--- src/design/cmp_bcd_consts.svh ---
/*
  Constants for the compare-skip and decimal adjust execution block.
  Assumes it is included by bare name from the design files.
*/
`ifndef CMP_BCD_CONSTS_SVH
`define CMP_BCD_CONSTS_SVH

// Compare-and-skip opcode: fixed top seven bits, then access bit, then address
`define CSL_OPC_TOP     7'h30
`define CSL_TOP_MSB     15
`define CSL_TOP_LSB     9
`define CSL_ACCESS_BIT  8
// Decimal adjust opcode, no operand
`define DAA_OPC         16'h0007
// Decimal adjust limits
`define BCD_DIGIT_MAX   4'h9
`define BCD_CORRECTION  5'h06
// Access bank split point and default banks
`define ACCESS_SPLIT    8'h60
`define ACCESS_LO_BANK  6'h00
`define ACCESS_HI_BANK  6'h3F
// Words of a skipped instruction after reset
`define SKIP_NONE       2'h0

`endif

--- src/design/cmp_bcd_pkg.sv ---
/*
  Types for the compare-skip and decimal adjust execution block.
  Assumes nothing beyond a SystemVerilog compiler.
*/
package cmp_bcd_pkg;

  typedef enum logic [1:0] {PH_Q1, PH_Q2, PH_Q3, PH_Q4} phase_t;

  typedef enum logic [1:0] {OP_NONE, OP_CMP_LESS, OP_DEC_ADJ} op_t;

endpackage

--- src/design/alu_if.sv ---
/*
  Interface between the sequencer and the data path.
  Assumes both ends share the core clock.
*/
`timescale 1ns/1ps

interface alu_if;
  import cmp_bcd_pkg::*;

  op_t        op;
  logic [7:0] file_data;
  logic [7:0] w_val;
  logic       carry;
  logic       digit_carry;
  logic       less;
  logic [7:0] w_res;
  logic       carry_res;

  modport core
  (
    output op,
    output file_data,
    output w_val,
    output carry,
    output digit_carry,
    input  less,
    input  w_res,
    input  carry_res
  );

  modport alu
  (
    input  op,
    input  file_data,
    input  w_val,
    input  carry,
    input  digit_carry,
    output less,
    output w_res,
    output carry_res
  );
endinterface

--- src/design/cmp_bcd_alu.sv ---
/*
  Data path: unsigned compare and packed BCD correction.
  Assumes operands held stable by the sequencer and the core during the process phase.
*/
`timescale 1ns/1ps
`include "cmp_bcd_consts.svh"

module cmp_bcd_alu
  import cmp_bcd_pkg::*;
(
  // Operands and results
  alu_if.alu  bus
);

  logic [8:0] diff;
  logic [4:0] lo_sum;
  logic [4:0] hi_sum;
  logic [4:0] hi_res;
  logic       lo_adj;
  logic       hi_adj;
  logic       dc_eff;

  // Borrow of the subtraction is the result; the difference is dropped
  assign diff     = {1'b0, bus.file_data} - {1'b0, bus.w_val};
  assign bus.less = (bus.op == OP_CMP_LESS) && diff[8];

  assign lo_adj = (bus.w_val[3:0] > `BCD_DIGIT_MAX) | bus.digit_carry;
  assign lo_sum = lo_adj ? {1'b0, bus.w_val[3:0]} + `BCD_CORRECTION
                         : {1'b0, bus.w_val[3:0]};
  // Low digit overflow counts as a digit carry, so a raw sum is corrected fully
  assign dc_eff = bus.digit_carry | lo_sum[4];
  assign hi_sum = {1'b0, bus.w_val[7:4]} + {4'h0, dc_eff};
  assign hi_adj = (hi_sum > {1'b0, `BCD_DIGIT_MAX}) | bus.carry;
  assign hi_res = hi_adj ? hi_sum + `BCD_CORRECTION : hi_sum;

  assign bus.w_res     = {hi_res[3:0], lo_sum[3:0]};
  assign bus.carry_res = bus.carry | hi_adj | hi_res[4];

endmodule

--- src/design/compare_skip_and_bcd_adjust.sv ---
/*
  Execution of the compare-skip-if-less and decimal adjust instructions,
  sequenced over four phases per instruction cycle.
  Assumes the fetch logic presents the opcode at phase one, the word count
  of the following instruction, and a data memory that answers one clock
  after a read strobe. All inputs come from logic on the same clock.
*/
//Contract
//- Unsigned compare, no flags changed
//- Less discards next instruction, runs nop
//- Decode compare from fixed seven opcode bits
//- Access bit selects access or selected bank
//- Compare one word, one to four cycles
//- Skipped words each cost one nop cycle
//- Low nibble plus six when above nine
//- High nibble adjust; only carry changes
//- Decimal adjust: fixed opcode, one cycle
//- Result written back as packed BCD
`timescale 1ns/1ps
`include "cmp_bcd_consts.svh"

module compare_skip_and_bcd_adjust
  import cmp_bcd_pkg::*;
#(
  parameter int BANK_W = 6
)
(
  // Clock, reset, enable
  input  wire logic              clk,
  input  wire logic              sys_rst,
  input  wire logic              clk_en,
  // Fetched instruction
  input  wire logic [15:0]       ir_word,
  input  wire logic              ir_valid,
  input  wire logic [1:0]        next_words,
  // Core state
  input  wire logic [7:0]        w_in,
  input  wire logic              carry_in,
  input  wire logic              digit_carry_in,
  input  wire logic [BANK_W-1:0] bank_selector,
  // Data memory
  input  wire logic [7:0]        mem_rdata,
  output logic [BANK_W+7:0]      mem_addr_q,
  output logic                   mem_rd_q,
  // Results
  output logic [7:0]             w_q,
  output logic                   w_wr_q,
  output logic                   carry_q,
  output logic                   carry_wr_q,
  // Sequencing
  output phase_t                 phase_q,
  output logic                   discard_q,
  output logic                   ready_q
);

  alu_if  alu_bus ();

  op_t        op_q;
  logic       access_q;
  logic [7:0] faddr_q;
  logic [7:0] fdata_q;
  logic [1:0] skip_cnt_q;
  logic       busy;
  logic       is_cmp_word;
  logic       take_skip;

  cmp_bcd_alu u_alu
  (
    .bus (alu_bus.alu)
  );

  // W and flags come straight from the core and must hold through the process phase
  assign alu_bus.op          = op_q;
  assign alu_bus.file_data   = fdata_q;
  assign alu_bus.w_val       = w_in;
  assign alu_bus.carry       = carry_in;
  assign alu_bus.digit_carry = digit_carry_in;

  assign busy = (skip_cnt_q != `SKIP_NONE);

  // Words arriving in skip cycles are never decoded, so they cannot strobe memory
  assign is_cmp_word = ir_valid && !busy
                       && ir_word[`CSL_TOP_MSB:`CSL_TOP_LSB] == `CSL_OPC_TOP;
  // Less is raised by the data path only while a compare is in hand
  assign take_skip   = alu_bus.less && !busy;

  // Phase counter: one clock per phase
  always_ff @(posedge clk or posedge sys_rst)
  begin
    if (sys_rst)
      phase_q <= PH_Q1;
    else if (clk_en)
    begin
      case (phase_q)
        PH_Q1:   phase_q <= PH_Q2;
        PH_Q2:   phase_q <= PH_Q3;
        PH_Q3:   phase_q <= PH_Q4;
        default: phase_q <= PH_Q1;
      endcase
    end
  end

  // Decode in the first phase; a discarded word is never decoded
  always_ff @(posedge clk or posedge sys_rst)
  begin
    if (sys_rst)
    begin
      op_q     <= OP_NONE;
      access_q <= 1'b0;
      faddr_q  <= 8'h00;
    end
    else if (clk_en && phase_q == PH_Q1)
    begin
      access_q <= ir_word[`CSL_ACCESS_BIT];
      faddr_q  <= ir_word[7:0];
      if (!ir_valid || busy)
        op_q <= OP_NONE;
      else if (ir_word[`CSL_TOP_MSB:`CSL_TOP_LSB] == `CSL_OPC_TOP)
        op_q <= OP_CMP_LESS;
      else if (ir_word == `DAA_OPC)
        op_q <= OP_DEC_ADJ;
      else
        op_q <= OP_NONE;
    end
  end

  // Operand read in the second phase
  always_ff @(posedge clk or posedge sys_rst)
  begin
    if (sys_rst)
    begin
      mem_rd_q   <= 1'b0;
      mem_addr_q <= '0;
    end
    else if (clk_en)
    begin
      mem_rd_q <= (phase_q == PH_Q1) && is_cmp_word;
      if (phase_q == PH_Q1)
      begin
        if (ir_word[`CSL_ACCESS_BIT])
          mem_addr_q <= {bank_selector, ir_word[7:0]};
        else if (ir_word[7:0] < `ACCESS_SPLIT)
          mem_addr_q <= {BANK_W'(`ACCESS_LO_BANK), ir_word[7:0]};
        else
          mem_addr_q <= {BANK_W'(`ACCESS_HI_BANK), ir_word[7:0]};
      end
    end
  end

  // Memory answers one clock after the strobe, i.e. at the third phase
  always_ff @(posedge clk or posedge sys_rst)
  begin
    if (sys_rst)
      fdata_q <= 8'h00;
    else if (clk_en && phase_q == PH_Q3 && op_q == OP_CMP_LESS)
      fdata_q <= mem_rdata;
  end

  // Write-back in the fourth phase; compare writes nothing
  always_ff @(posedge clk or posedge sys_rst)
  begin
    if (sys_rst)
    begin
      w_q        <= 8'h00;
      w_wr_q     <= 1'b0;
      carry_q    <= 1'b0;
      carry_wr_q <= 1'b0;
    end
    else if (clk_en)
    begin
      w_wr_q     <= (phase_q == PH_Q3) && op_q == OP_DEC_ADJ;
      carry_wr_q <= (phase_q == PH_Q3) && op_q == OP_DEC_ADJ;
      if (phase_q == PH_Q3 && op_q == OP_DEC_ADJ)
      begin
        w_q     <= alu_bus.w_res;
        carry_q <= alu_bus.carry_res;
      end
    end
  end

  // Skip: one nop cycle per word of the following instruction
  always_ff @(posedge clk or posedge sys_rst)
  begin
    if (sys_rst)
      skip_cnt_q <= `SKIP_NONE;
    else if (clk_en && phase_q == PH_Q4)
    begin
      // A count of zero means no skip; fetch must report one to three words
      if (take_skip)
        skip_cnt_q <= next_words;
      else if (busy)
        skip_cnt_q <= skip_cnt_q - 2'h1;
    end
  end

  // Discard marker and readiness are valid over the whole following cycle
  always_ff @(posedge clk or posedge sys_rst)
  begin
    if (sys_rst)
    begin
      discard_q <= 1'b0;
      ready_q   <= 1'b1;
    end
    else if (clk_en && phase_q == PH_Q4)
    begin
      if (take_skip)
      begin
        discard_q <= (next_words != `SKIP_NONE);
        ready_q   <= (next_words == `SKIP_NONE);
      end
      else if (busy)
      begin
        discard_q <= (skip_cnt_q != 2'h1);
        ready_q   <= (skip_cnt_q == 2'h1);
      end
      else
      begin
        discard_q <= 1'b0;
        ready_q   <= 1'b1;
      end
    end
  end

endmodule

--- config.mk ---
export PLATFORM = sky130hd
export DESIGN_NAME = compare_skip_and_bcd_adjust
export DESIGN_NICKNAME = d
export VERILOG_FILES = /design/src/design/cmp_bcd_pkg.sv /design/src/design/alu_if.sv /design/src/design/cmp_bcd_alu.sv /design/src/design/compare_skip_and_bcd_adjust.sv
export VERILOG_INCLUDE_DIRS = /design/src /design/src/design
export SDC_FILE = /design/constraint.sdc
export NUM_CORES = 1
export LEC_CHECK = 0
export BUFFER_PORTS_ARGS = -buffer_cell sky130_fd_sc_hd__buf_2
export CAP_MARGIN = 20
export CELL_PAD_IN_SITES_DETAIL_PLACEMENT = 0
export CELL_PAD_IN_SITES_GLOBAL_PLACEMENT = 2
export CORE_ASPECT_RATIO = 2
export CORE_UTILIZATION = 29
export DETAILED_ROUTE_END_ITERATION = 8
export HOLD_SLACK_MARGIN = 0.1
export PLACE_DENSITY = 0.79
export RECOVER_POWER = 50
export SLEW_MARGIN = 25
export SYNTH_ARGS = -nofsm -noshare
export SYNTH_HDL_FRONTEND = slang
export SYNTH_SLANG_ARGS = --single-unit
--- constraint.sdc ---
create_clock -name clk -period 1.8 [get_ports clk]
set_input_delay 0.09 -clock clk [delete_from_list [all_inputs] [get_ports clk]]
set_output_delay 0.09 -clock clk [all_outputs]
set_load 0.01 [all_outputs]
==> results of run 1 <==
worst paths after layout:
check | slack, ns | start | to | cells after the start
max reg2reg | 0.09 | alu_bus.file_data[6]$_DFFE_PP0P_ | skip_cnt_q[1]$_DFFE_PP0P_ | 5
max in group asynchronous | 0.44 | sys_rst | alu_bus.op[0]$_DFFE_PP0P_ | 4
max | 0.09 | alu_bus.file_data[6]$_DFFE_PP0P_ | skip_cnt_q[1]$_DFFE_PP0P_ | 5
min | 0.11 | ir_word[13] | alu_bus.op[1]$_DFFE_PP0P_ | 4
min in group asynchronous | 0.36 | sys_rst | mem_addr_q[4]$_DFFE_PP0P_ | 3
min reg2reg | 0.47 | w_q[0]$_DFFE_PP0P_ | w_q[0]$_DFFE_PP0P_ | 2
state kept, by name, indices dropped and copies added (netlist names):
signal and count:
mem_rd_q 1, skip_cnt_q 2, ready_q 1, alu_bus.op 2, w_q 8, phase_q 2
mem_addr_q 14, carry_q 1, discard_q 1, carry_wr_q 1, alu_bus.file_data 8
synth_stat cells (all sizes together), types with 2 or more instances:
| master | count |
|---|---|
| nor2 | 18 |
| clkbuf | 6 |
| a211o | 2 |
| nand2 | 50 |
| or3b | 2 |
| o211ai | 6 |
| inv | 17 |
| nor3 | 2 |
| a31oi | 4 |
| ha | 16 |
| mux2i | 2 |
| xnor2 | 4 |
| nor2b | 2 |
| a21oi | 15 |
| mux2 | 9 |
| nand4b | 2 |
| nand3 | 4 |
| o21ai | 8 |
| dfrtp | 40 |
| and2 | 2 |
| o21a | 2 |
| buf | 2 |
| or3 | 2 |
| and3 | 2 |
repair_timing:
| item | 4_1_cts | 5_1_grt |
|---|---|---|
| setup buffers | 0 | 1 |
| hold endpoints to repair | 40 | 0 |
| setup endpoints to repair | 0 | 13 |
| hold buffers | 24 | 0 |
| resized for setup | 0 | 1 |
final cells by class:
| type | count | share of cell area |
|---|---|---|
| flip-flops and latches | 41 | 0.318 |
| clock buffers | 7 | 0.0442 |
| repair buffers | 115 | 0.216 |
| multi-input cells | 168 | 0.357 |
| inverters | 17 | 0.0198 |
| clock inverters | 1 | 0.00930 |
| well taps | 92 | 0.0357 |
per-stage QoR:
step | power [mW] | area (µm²) | setup WS (ns) | util
2_1_floorplan | 1.91 | 2280 | -0.0276 | -
3_3_place_gp | 2.35 | 2860 | -0.141 | 0.390
3_5_place_dp | 2.37 | 2860 | -0.167 | 0.390
4_1_cts | 3.49 | 3270 | 0.0501 | 0.447
5_1_grt | 3.62 | 3230 | 0.00131 | 0.441
6_report | 3.38 | 3230 | 0.0932 | 0.441
power by group:
group | switching, mW | internal (mW)
sequential | 0.137 | 1.15
clock | 0.365 | 0.693
combinational | 0.588 | 0.445
metal layers:
layer,part of all wire,up-vias,global-route usage,wire length (µm)
met5,0,-,0,0
met4,0.025,0,0.0735,143
met3,0.041,10,0.0356,232
met2,0.56,58,0.285,3190
met1,0.38,957,0.162,2160
li1,-,1031,-,-
critical path: stages, from the launching register on:
cell	delay (ns)
dfrtp_1	0.38
ha_1	0.29
and3_1	0.24
a221oi_4	0.38
o21a_1	0.20
o211ai_1	0.10
cells by family after synthesis:
kind of cell,Yosys count
compound gates,46
xor+xnor,4
fa+ha+maj,16
buf+inv,25
flops,41
mux,11
simple gates,91
==> flow_summary_export.csv, run 1 <==
group,metric,value,unit
worst_setup_path,arrival,1.87,ns
finish,final_cell_mix,"nand2_1 (50), buf_2 (46), dfrtp_1 (40), clkbuf_1 (30), dlygate4sd3_1 (24)",
global_route,grt_max_degree,26,
finish,multi_input_area,0.00115,mm²
outcome,status,"completed",
finish,fin_cells,441,
logic_synthesis,synth_adder_area_share,0.0904,
routing,vias,2056,
floorplan,num_rows,44,
floorplan,die_w,63.8,µm
timing,fin_crit_sh,0.948,
placement,hpwl,4420,µm
routing,dr.pass1.iters,4,
logic_synthesis,synth_top_area_frac,0.452,
floorplan,die_y,126,µm
worst_setup_path,critical_path.max_fanout,4,
finish,final-seq-area,0.00103,mm²
global_route,grt_first_pass_wirelength,9590,µm
logic_synthesis,synth_warnings,0,
global_route,antenna_found_initial,0,
logic_synthesis,netlist_area,0.00221,mm²
timing,rsz0062_at_grt,"false",
logic_synthesis,mappedNetlistNets,296,
global_route,grt_overflow,0,
finish,drive_gt1_frac,0.264,
finish,area_growth,45.8,%
pwr,p_leak,1.60,nW
clock_tree,cts_tree,"done",
timing,finalSetupViolCount,0,
worst_setup_path,critPathCaptureType,"register",
clock_tree,cts_num_sinks,41,
timing,holdWs,0.114,ns
global_route,grt_pass1_vias,2084,
clock_tree,h-tree-depth,2,
clock_tree,cts_buffers,5,
floorplan,start_util,0.302,
finish,fillers,756,
finish,finalNetCount,410,
clock_tree,cts_buffer_depth,2,
worst_setup_path,path_class,"reg -> reg",
floorplan,die_area,0.00801,mm²
clock_tree,clock_latency,0.29,ns
logic_synthesis,synth-seq-cells,41,
routing,post-route-drc-count,0,
clock_tree,cts.reportedPaths.clkPinSlew,0.06,ns
logic_synthesis,synthFlopType,"dfrtp_1",
timing,hold_violations,0,
timing,slew_viol_final,0,
floorplan,ios,76,
logic_synthesis,synth_top_family_by_area,"simple AND/OR/NAND/NOR gates",
worst_setup_path,critPathRequiredTime,1.96,ns
routing,drtIter0Drc,81,
global_route,grt_util_all_layers,0.156,
pwr,vdd_drop_max,0.650,mV
timing,clock_skew,0.00606,ns
logic_synthesis,synthCells,234,
clock_tree,clock-root-buffer,"clkbuf_16",
placement,dp.cells,408,
placement,portBuffers,75,
worst_hold_path,min_path_type,"in -> reg",
timing,relSlewSlack,0.558,
logic_synthesis,yosysTopAreaCell,"dfrtp_1",
logic_synthesis,synthTopCellsByArea,"dfrtp_1 (45%), ha_1 (9.0%), nand2_1 (8.5%)",
logic_synthesis,synth-seq-area-share,0.464,
logic_synthesis,synth_compound_area_frac,0.143,
logic_synthesis,synth.avg_cell_area,9.46,µm²
timing,finalCriticalPeriod,1.71,ns
logic_synthesis,synthDistinctLibCells,44,
placement,gp_congestion,0.779,
routing,avgViaCountPerCell,4.66,
flow_run,max_cap_violations,0,
routing,postRouteAntennaNets,0,
logic_synthesis,synth_edf_count,0,
routing,wl,5720,µm
finish,final_common_cell,"nand2_1",
worst_setup_path,cp-start-kind,"register",
logic_synthesis,synth-xor-area-share,0.0192,
timing,fmax,586,MHz
routing,wire_per_inst,13.0,µm
floorplan,core,0.00732,mm²
logic_synthesis,async_reset_ff_frac,1.00,
timing,tightestPinTransition,0.663,ns
pwr,p_per_area,1050,mW/mm²
timing,fin_tns_setup,0,ns
logic_synthesis,muxShareOfSynthArea,0.0548,
finish,n_antenna_cell,0,
logic_synthesis,yosys.area_share.simple,0.184,
Power figures use the tool's default switching activity.
==> inputs of run 2 (changes only) <==
Settings changed: CORE_MARGIN from default to 2.
==> run 2 against run 1 <==
Core utilization shrank 1.5 points; first-iteration DRC count is 11% lower; combinational power hardly changed; worst hold slack better by 0.0017 ns; count of clock-buffer cells in the layout fell by 2; global-route usage decreased by 1.2 points; critical path depth rose by 7; sequential share of layout area up 0.41 points; register-to-register slack improved by 0.03 ns; cell count unchanged; sequential power about the same; power is 5.6% lower; critical endpoint is now w_q[6]$_DFFE_PP0P_; largest cell class unchanged.
==> flow_summary_export.csv, run 2 (synthesis gave the netlist of run 1 again) <==
group,metric,value,unit
outcome,status,"completed",
routing,post-route-drc-count,0,
global_route,grt_first_pass_wirelength,9540,µm
worst_setup_path,cp-start-kind,"input pin",
global_route,grt_pass1_vias,2105,
clock_tree,cts_buffers,5,
floorplan,ios,76,
global_route,grt_util_all_layers,0.144,
worst_setup_path,critPathRequiredTime,2.00,ns
pwr,power.switching,1.10,mW
worst_setup_path,path_class,"in -> reg",
timing,finalCriticalPeriod,1.71,ns
clock_tree,cts_tree,"done",
global_route,grt_max_degree,42,
placement,placed_area,0.00283,mm²
pwr,p_leak,1.58,nW
worst_setup_path,cpLargestDelayFamily,"compound AO/OA/AOI/OAI gates",
placement,gp_congestion,0.820,
flow_run,max_cap_violations,0,
finish,largest_register,"mem_addr_q",
routing,postRouteAntennaNets,0,
finish,final_common_cell,"nand2_1",
worst_setup_path,critPathCaptureType,"register",
worst_setup_path,cp_slowest_stage_delay,0.27,ns
global_route,grt_overflow,0,
pwr,power_frac_comb,0.322,
timing,clock_skew,0.00379,ns
finish,finalNetCount,408,
floorplan,die_area,0.00839,mm²
routing,vias,2054,
routing,wire_per_inst,13.0,µm
worst_setup_path,crit_buf_inv,2,
worst_setup_path,crit_path_top_delay_cell,"a211o_1",
worst_hold_path,min_path_type,"in -> reg",
timing,fin_tns_setup,0,ns
worst_setup_path,crit_chain,"buf_2 > o21ai_4 > and2_4 > inv_2 > ha_4 > ha_4 > xnor2_4 > ha_2 > nor2b_4 > a21oi_2 > a211o_1 > a31oi_1",
clock_tree,cts_num_sinks,41,
placement,hpwl,4320,µm
clock_tree,cts.reportedPaths.clkPinSlew,0.06,ns
worst_setup_path,critical_path.max_fanout,4,
timing,fmax,583,MHz
timing,tightestPinTransition,1.05,ns
timing,relSlewSlack,0.301,
worst_setup_path,critPathLaunch,"w_in[1]",
floorplan,start_util,0.296,
pwr,power.internal,2.09,mW
pwr,swShare,0.343,
routing,wl,5720,µm
clock_tree,cts_buffer_depth,2,
routing,avgViaCountPerCell,4.66,
placement,portBuffers,75,
worst_setup_path,arrival,1.92,ns
global_route,antenna_found_initial,0,
pwr,pwr-share-seq,0.403,
clock_tree,clock-root-buffer,"clkbuf_16",
finish,n_antenna_cell,0,
finish,drive_gt1_frac,0.265,
timing,hold_violations,0,
routing,dr.pass1.iters,4,
routing,drtIter0Drc,72,
floorplan,die_y,128,µm
clock_tree,clock_latency,0.28,ns
worst_hold_path,min_from,"ir_word[8]",
finish,area_growth,43.9,%
pwr,pwr-share-clk,0.275,
floorplan,die_w,65.8,µm
clock_tree,h-tree-depth,2,
timing,fin_crit_sh,0.953,
timing,slew_viol_final,0,
timing,finalSetupViolCount,0,
floorplan,core,0.00749,mm²
worst_setup_path,path_common_cell,"ha_4",
finish,fin_area,0.00319,mm²
worst_setup_path,reg2reg_from,"alu_bus.file_data[6]$_DFFE_PP0P_",
finish,final_cell_mix,"nand2_1 (50), buf_2 (47), dfrtp_1 (40), clkbuf_1 (28), dlygate4sd3_1 (24)",
timing,rsz0062_at_grt,"false",
pwr,vdd_drop_max,0.740,mV
finish,largest_reg_flops,14,
floorplan,num_rows,45,
pwr,p_per_area,1000,mW/mm²
run 2: area by class of cell:
type	instances	area (µm²)
clock buffers	5	125
clock inverters	3	17.5
fillers	750	4300
inverters	17	63.8
multi-input cells	168	1150
flip-flops and latches	41	1030
well taps	94	118
repair buffers	113	683
run 2: worst paths after layout:
path / slack (ns) / endpoint / depth (start not counted)
min in group asynchronous: 0.68 / w_q[5]$_DFFE_PP0P_ / 4
min reg2reg: 0.48 / w_q[4]$_DFFE_PP0P_ / 2
max: 0.09 / w_q[6]$_DFFE_PP0P_ / 12
max in group asynchronous: 0.48 / mem_addr_q[6]$_DFFE_PP0P_ / 4
min: 0.12 / mem_addr_q[10]$_DFFE_PP0P_ / 3
max reg2reg: 0.12 / skip_cnt_q[1]$_DFFE_PP0P_ / 5
run 2: what timing repair did:
item / in CTS / in global routing
setup endpoints to repair: 0 / 13
endpoints found under the hold margin: 64 / 0
gates resized for setup: 0 / 1
buffers inserted: 0 / 1
hold buffers: 24 / 0
run 2: power by group through the flow:
stage          clock network, mW  logic (mW)  registers, mW
2_1_floorplan                  0       0.534           1.38
3_3_place_gp                   0        1.03           1.29
3_5_place_dp                   0        1.05           1.30
4_1_cts                    0.921        1.10           1.28
5_1_grt                    0.950        1.18           1.32
6_report                   0.878        1.03           1.29
run 2: metrics by stage:
stage | total power, mW | hold WS (ns) | utilization | instances | setup WS (ns)
after CTS | 3.30 | 0.119 | 0.430 | 440 | 0.0900
after global placement | 2.32 | 0.249 | 0.378 | 408 | -0.128
after detailed placement | 2.35 | 0.258 | 0.378 | 408 | -0.186
after global routing | 3.45 | 0.138 | 0.426 | 441 | 0.00315
final | 3.19 | 0.116 | 0.426 | 441 | 0.0852
after floorplan | 1.91 | 0.195 | - | 234 | -0.0276
run 2: worst register-to-register path, stage by stage, from the launching register on:
cell and delay [ns]:
dfrtp_1 0.39, ha_1 0.29, and3_1 0.23, a221oi_4 0.36, o21a_1 0.19, o211ai_1 0.10
run 2: per-layer routing:
layer	up-vias	share of wire	GRT usage
met4	0	0.015	0.0490
met1	963	0.41	0.171
met5	-	0	0
met2	58	0.52	0.255
li1	1026	-	-
met3	7	0.055	0.0273
==> inputs of run 3 (changes only) <==
Settings changed: RECOVER_POWER 50 to default, SETUP_SLACK_MARGIN from default to 0.02.
==> run 3 against run 2 <==
Via count did not move; design area rose by 1.4%; register-to-register slack improved by 0.02 ns; flip-flop and latch count did not move; worst setup slack improved by 0.011 ns; fmax rose by 0.67%; sequential power barely moved; power rose by 1.4%; critical path type unchanged; largest cell class unchanged.
==> flow_summary_export.csv, run 3 (synthesis gave the netlist of run 1 again) <==
group,metric,value,unit
finish,largest_reg_flops,14,
floorplan,core,0.00749,mm²
worst_setup_path,regToRegSetupSlack,0.14,ns
worst_setup_path,cp-endpoint,"w_q[5]$_DFFE_PP0P_",
floorplan,num_rows,45,
global_route,antenna_found_initial,0,
clock_tree,cts.reportedPaths.clkPinSlew,0.06,ns
worst_setup_path,cp-start-kind,"input pin",
timing,setup_slack,0.0967,ns
timing,slew_viol_final,0,
finish,largest_register,"mem_addr_q",
timing,clock_skew,0.00387,ns
placement,dp_slack,-0.186,ns
routing,wire_per_inst,13.0,µm
placement,portBuffers,75,
pwr,p_leak,1.68,nW
timing,relSlewSlack,0.643,
routing,avgViaCountPerCell,4.66,
worst_hold_path,min_path_type,"in -> reg",
clock_tree,cts_buffers,5,
global_route,grt_max_degree,42,
placement,gp_congestion,0.820,
timing,fin_tns_setup,0,ns
global_route,grt_pass1_vias,2105,
global_route,grt_util_all_layers,0.144,
worst_setup_path,critPathCaptureType,"register",
global_route,grt_first_pass_wirelength,9540,µm
routing,vias,2054,
flow_run,max_cap_violations,0,
timing,finalSetupViolCount,0,
worst_setup_path,critical_path.max_fanout,4,
routing,wl,5730,µm
timing,hold_violations,0,
timing,fin_crit_sh,0.946,
finish,area_growth,45.9,%
clock_tree,cts_num_sinks,41,
clock_tree,clock-root-buffer,"clkbuf_16",
floorplan,die_w,65.8,µm
finish,drive_gt1_frac,0.354,
worst_setup_path,r2r-end,"ready_q$_DFFE_PP1P_",
pwr,p_per_area,1000,mW/mm²
finish,final_cell_mix,"buf_2 (75), nand2_1 (50), dfrtp_1 (40), dlygate4sd3_1 (24), nor2_1 (17)",
clock_tree,cts_tree,"done",
clock_tree,h-tree-depth,2,
timing,tightestPinTransition,0.536,ns
routing,dr.pass1.iters,4,
worst_setup_path,ff2ff_path_depth,5,
finish,n_antenna_cell,0,
global_route,grt_overflow,0,
floorplan,ios,76,
finish,fin_area,0.00323,mm²
worst_setup_path,critPathLaunch,"w_in[1]",
finish,finalNetCount,408,
finish,fillers,733,
worst_setup_path,critPathRequiredTime,2.02,ns
timing,finalCriticalPeriod,1.70,ns
finish,final_common_cell,"buf_2",
routing,drtIter0Drc,55,
routing,postRouteAntennaNets,0,
timing,rsz0062_at_grt,"false",
clock_tree,clock_latency,0.28,ns
outcome,status,"completed",
pwr,vdd_drop_max,0.750,mV
timing,fmax,587,MHz
floorplan,start_util,0.296,
worst_setup_path,path_class,"in -> reg",
floorplan,die_area,0.00839,mm²
floorplan,die_y,128,µm
worst_setup_path,reg2reg_from,"alu_bus.file_data[6]$_DFFE_PP0P_",
clock_tree,cts_buffer_depth,2,
placement,hpwl,4320,µm
worst_setup_path,arrival,1.92,ns
routing,post-route-drc-count,0,
placement,placed_area,0.00283,mm²
run 3: cell count changes in the layout (fill, tap and decap cells not counted), sizes merged:
cell / previous run / this run
buf: 60 / 89
clkbuf: 34 / 5
run 3: report_power, final:
| group | switching [mW] | total [mW] | internal [mW] |
|---|---|---|---|
| Combinational | 0.592 | 1.08 | 0.486 |
| Clock | 0.369 | 0.878 | 0.508 |
| Sequential | 0.130 | 1.28 | 1.15 |
| Total | 1.09 | 3.24 | 2.14 |
run 3: worst min path at each step:
stage | start | to | cells after the start
CTS | ir_word[8] | mem_addr_q[10]$_DFFE_PP0P_ | 3
finish | ir_word[13] | alu_bus.op[1]$_DFFE_PP0P_ | 4
floorplan | ir_word[0] | mem_addr_q[0]$_DFFE_PP0P_ | 2
global placement | sys_rst | carry_q$_DFFE_PP0P_ | 3
global route | ir_word[8] | mem_addr_q[10]$_DFFE_PP0P_ | 3
detailed placement | sys_rst | carry_q$_DFFE_PP0P_ | 3
run 3: timing repair:
item	CTS	global route
hold endpoints to repair	64	0
setup endpoints to repair	0	20
hold buffers	24	0
setup buffers	0	1
resized for setup	0	3
run 3: stage by stage:
stage	total power [mW]	utilization	cells	hold slack, ns
3_3_place_gp	2.32	0.378	408	0.249
3_5_place_dp	2.35	0.378	408	0.258
6_report	3.24	0.432	441	0.118
2_1_floorplan	1.91	-	234	0.195
5_1_grt	3.49	0.432	441	0.138
4_1_cts	3.30	0.430	440	0.119
run 3: layer usage:
metal | track usage | part of all wire | wire length [µm] | vias up
li1 | - | - | - | 1025
met1 | 0.171 | 0.41 | 2360 | 964
met2 | 0.255 | 0.52 | 2960 | 58
met3 | 0.0273 | 0.057 | 324 | 7
met4 | 0.0490 | 0.015 | 87 | 0
met5 | 0 | 0 | 0 | -
run 3: worst max-delay path, stage by stage:
cell	delay [ns]
buf_2	0.12
o21ai_4	0.15
and2_4	0.16
inv_2	0.04
ha_4	0.16
ha_4	0.18
xnor2_4	0.17
ha_2	0.20
nor2b_4	0.15
a21oi_2	0.06
a2111o_1	0.37
nand3_1	0.07
run 3: final cells by class:
class / instances / area [µm²] / area share
timing repair buffer: 113 / 721 / 0.223
clock buffer: 5 / 125 / 0.0387
clock inverter: 3 / 17.5 / 0.00542
inverter: 17 / 63.8 / 0.0197
multi-input combinational: 168 / 1160 / 0.359
tap: 94 / 118 / 0.0364
sequential: 41 / 1030 / 0.318
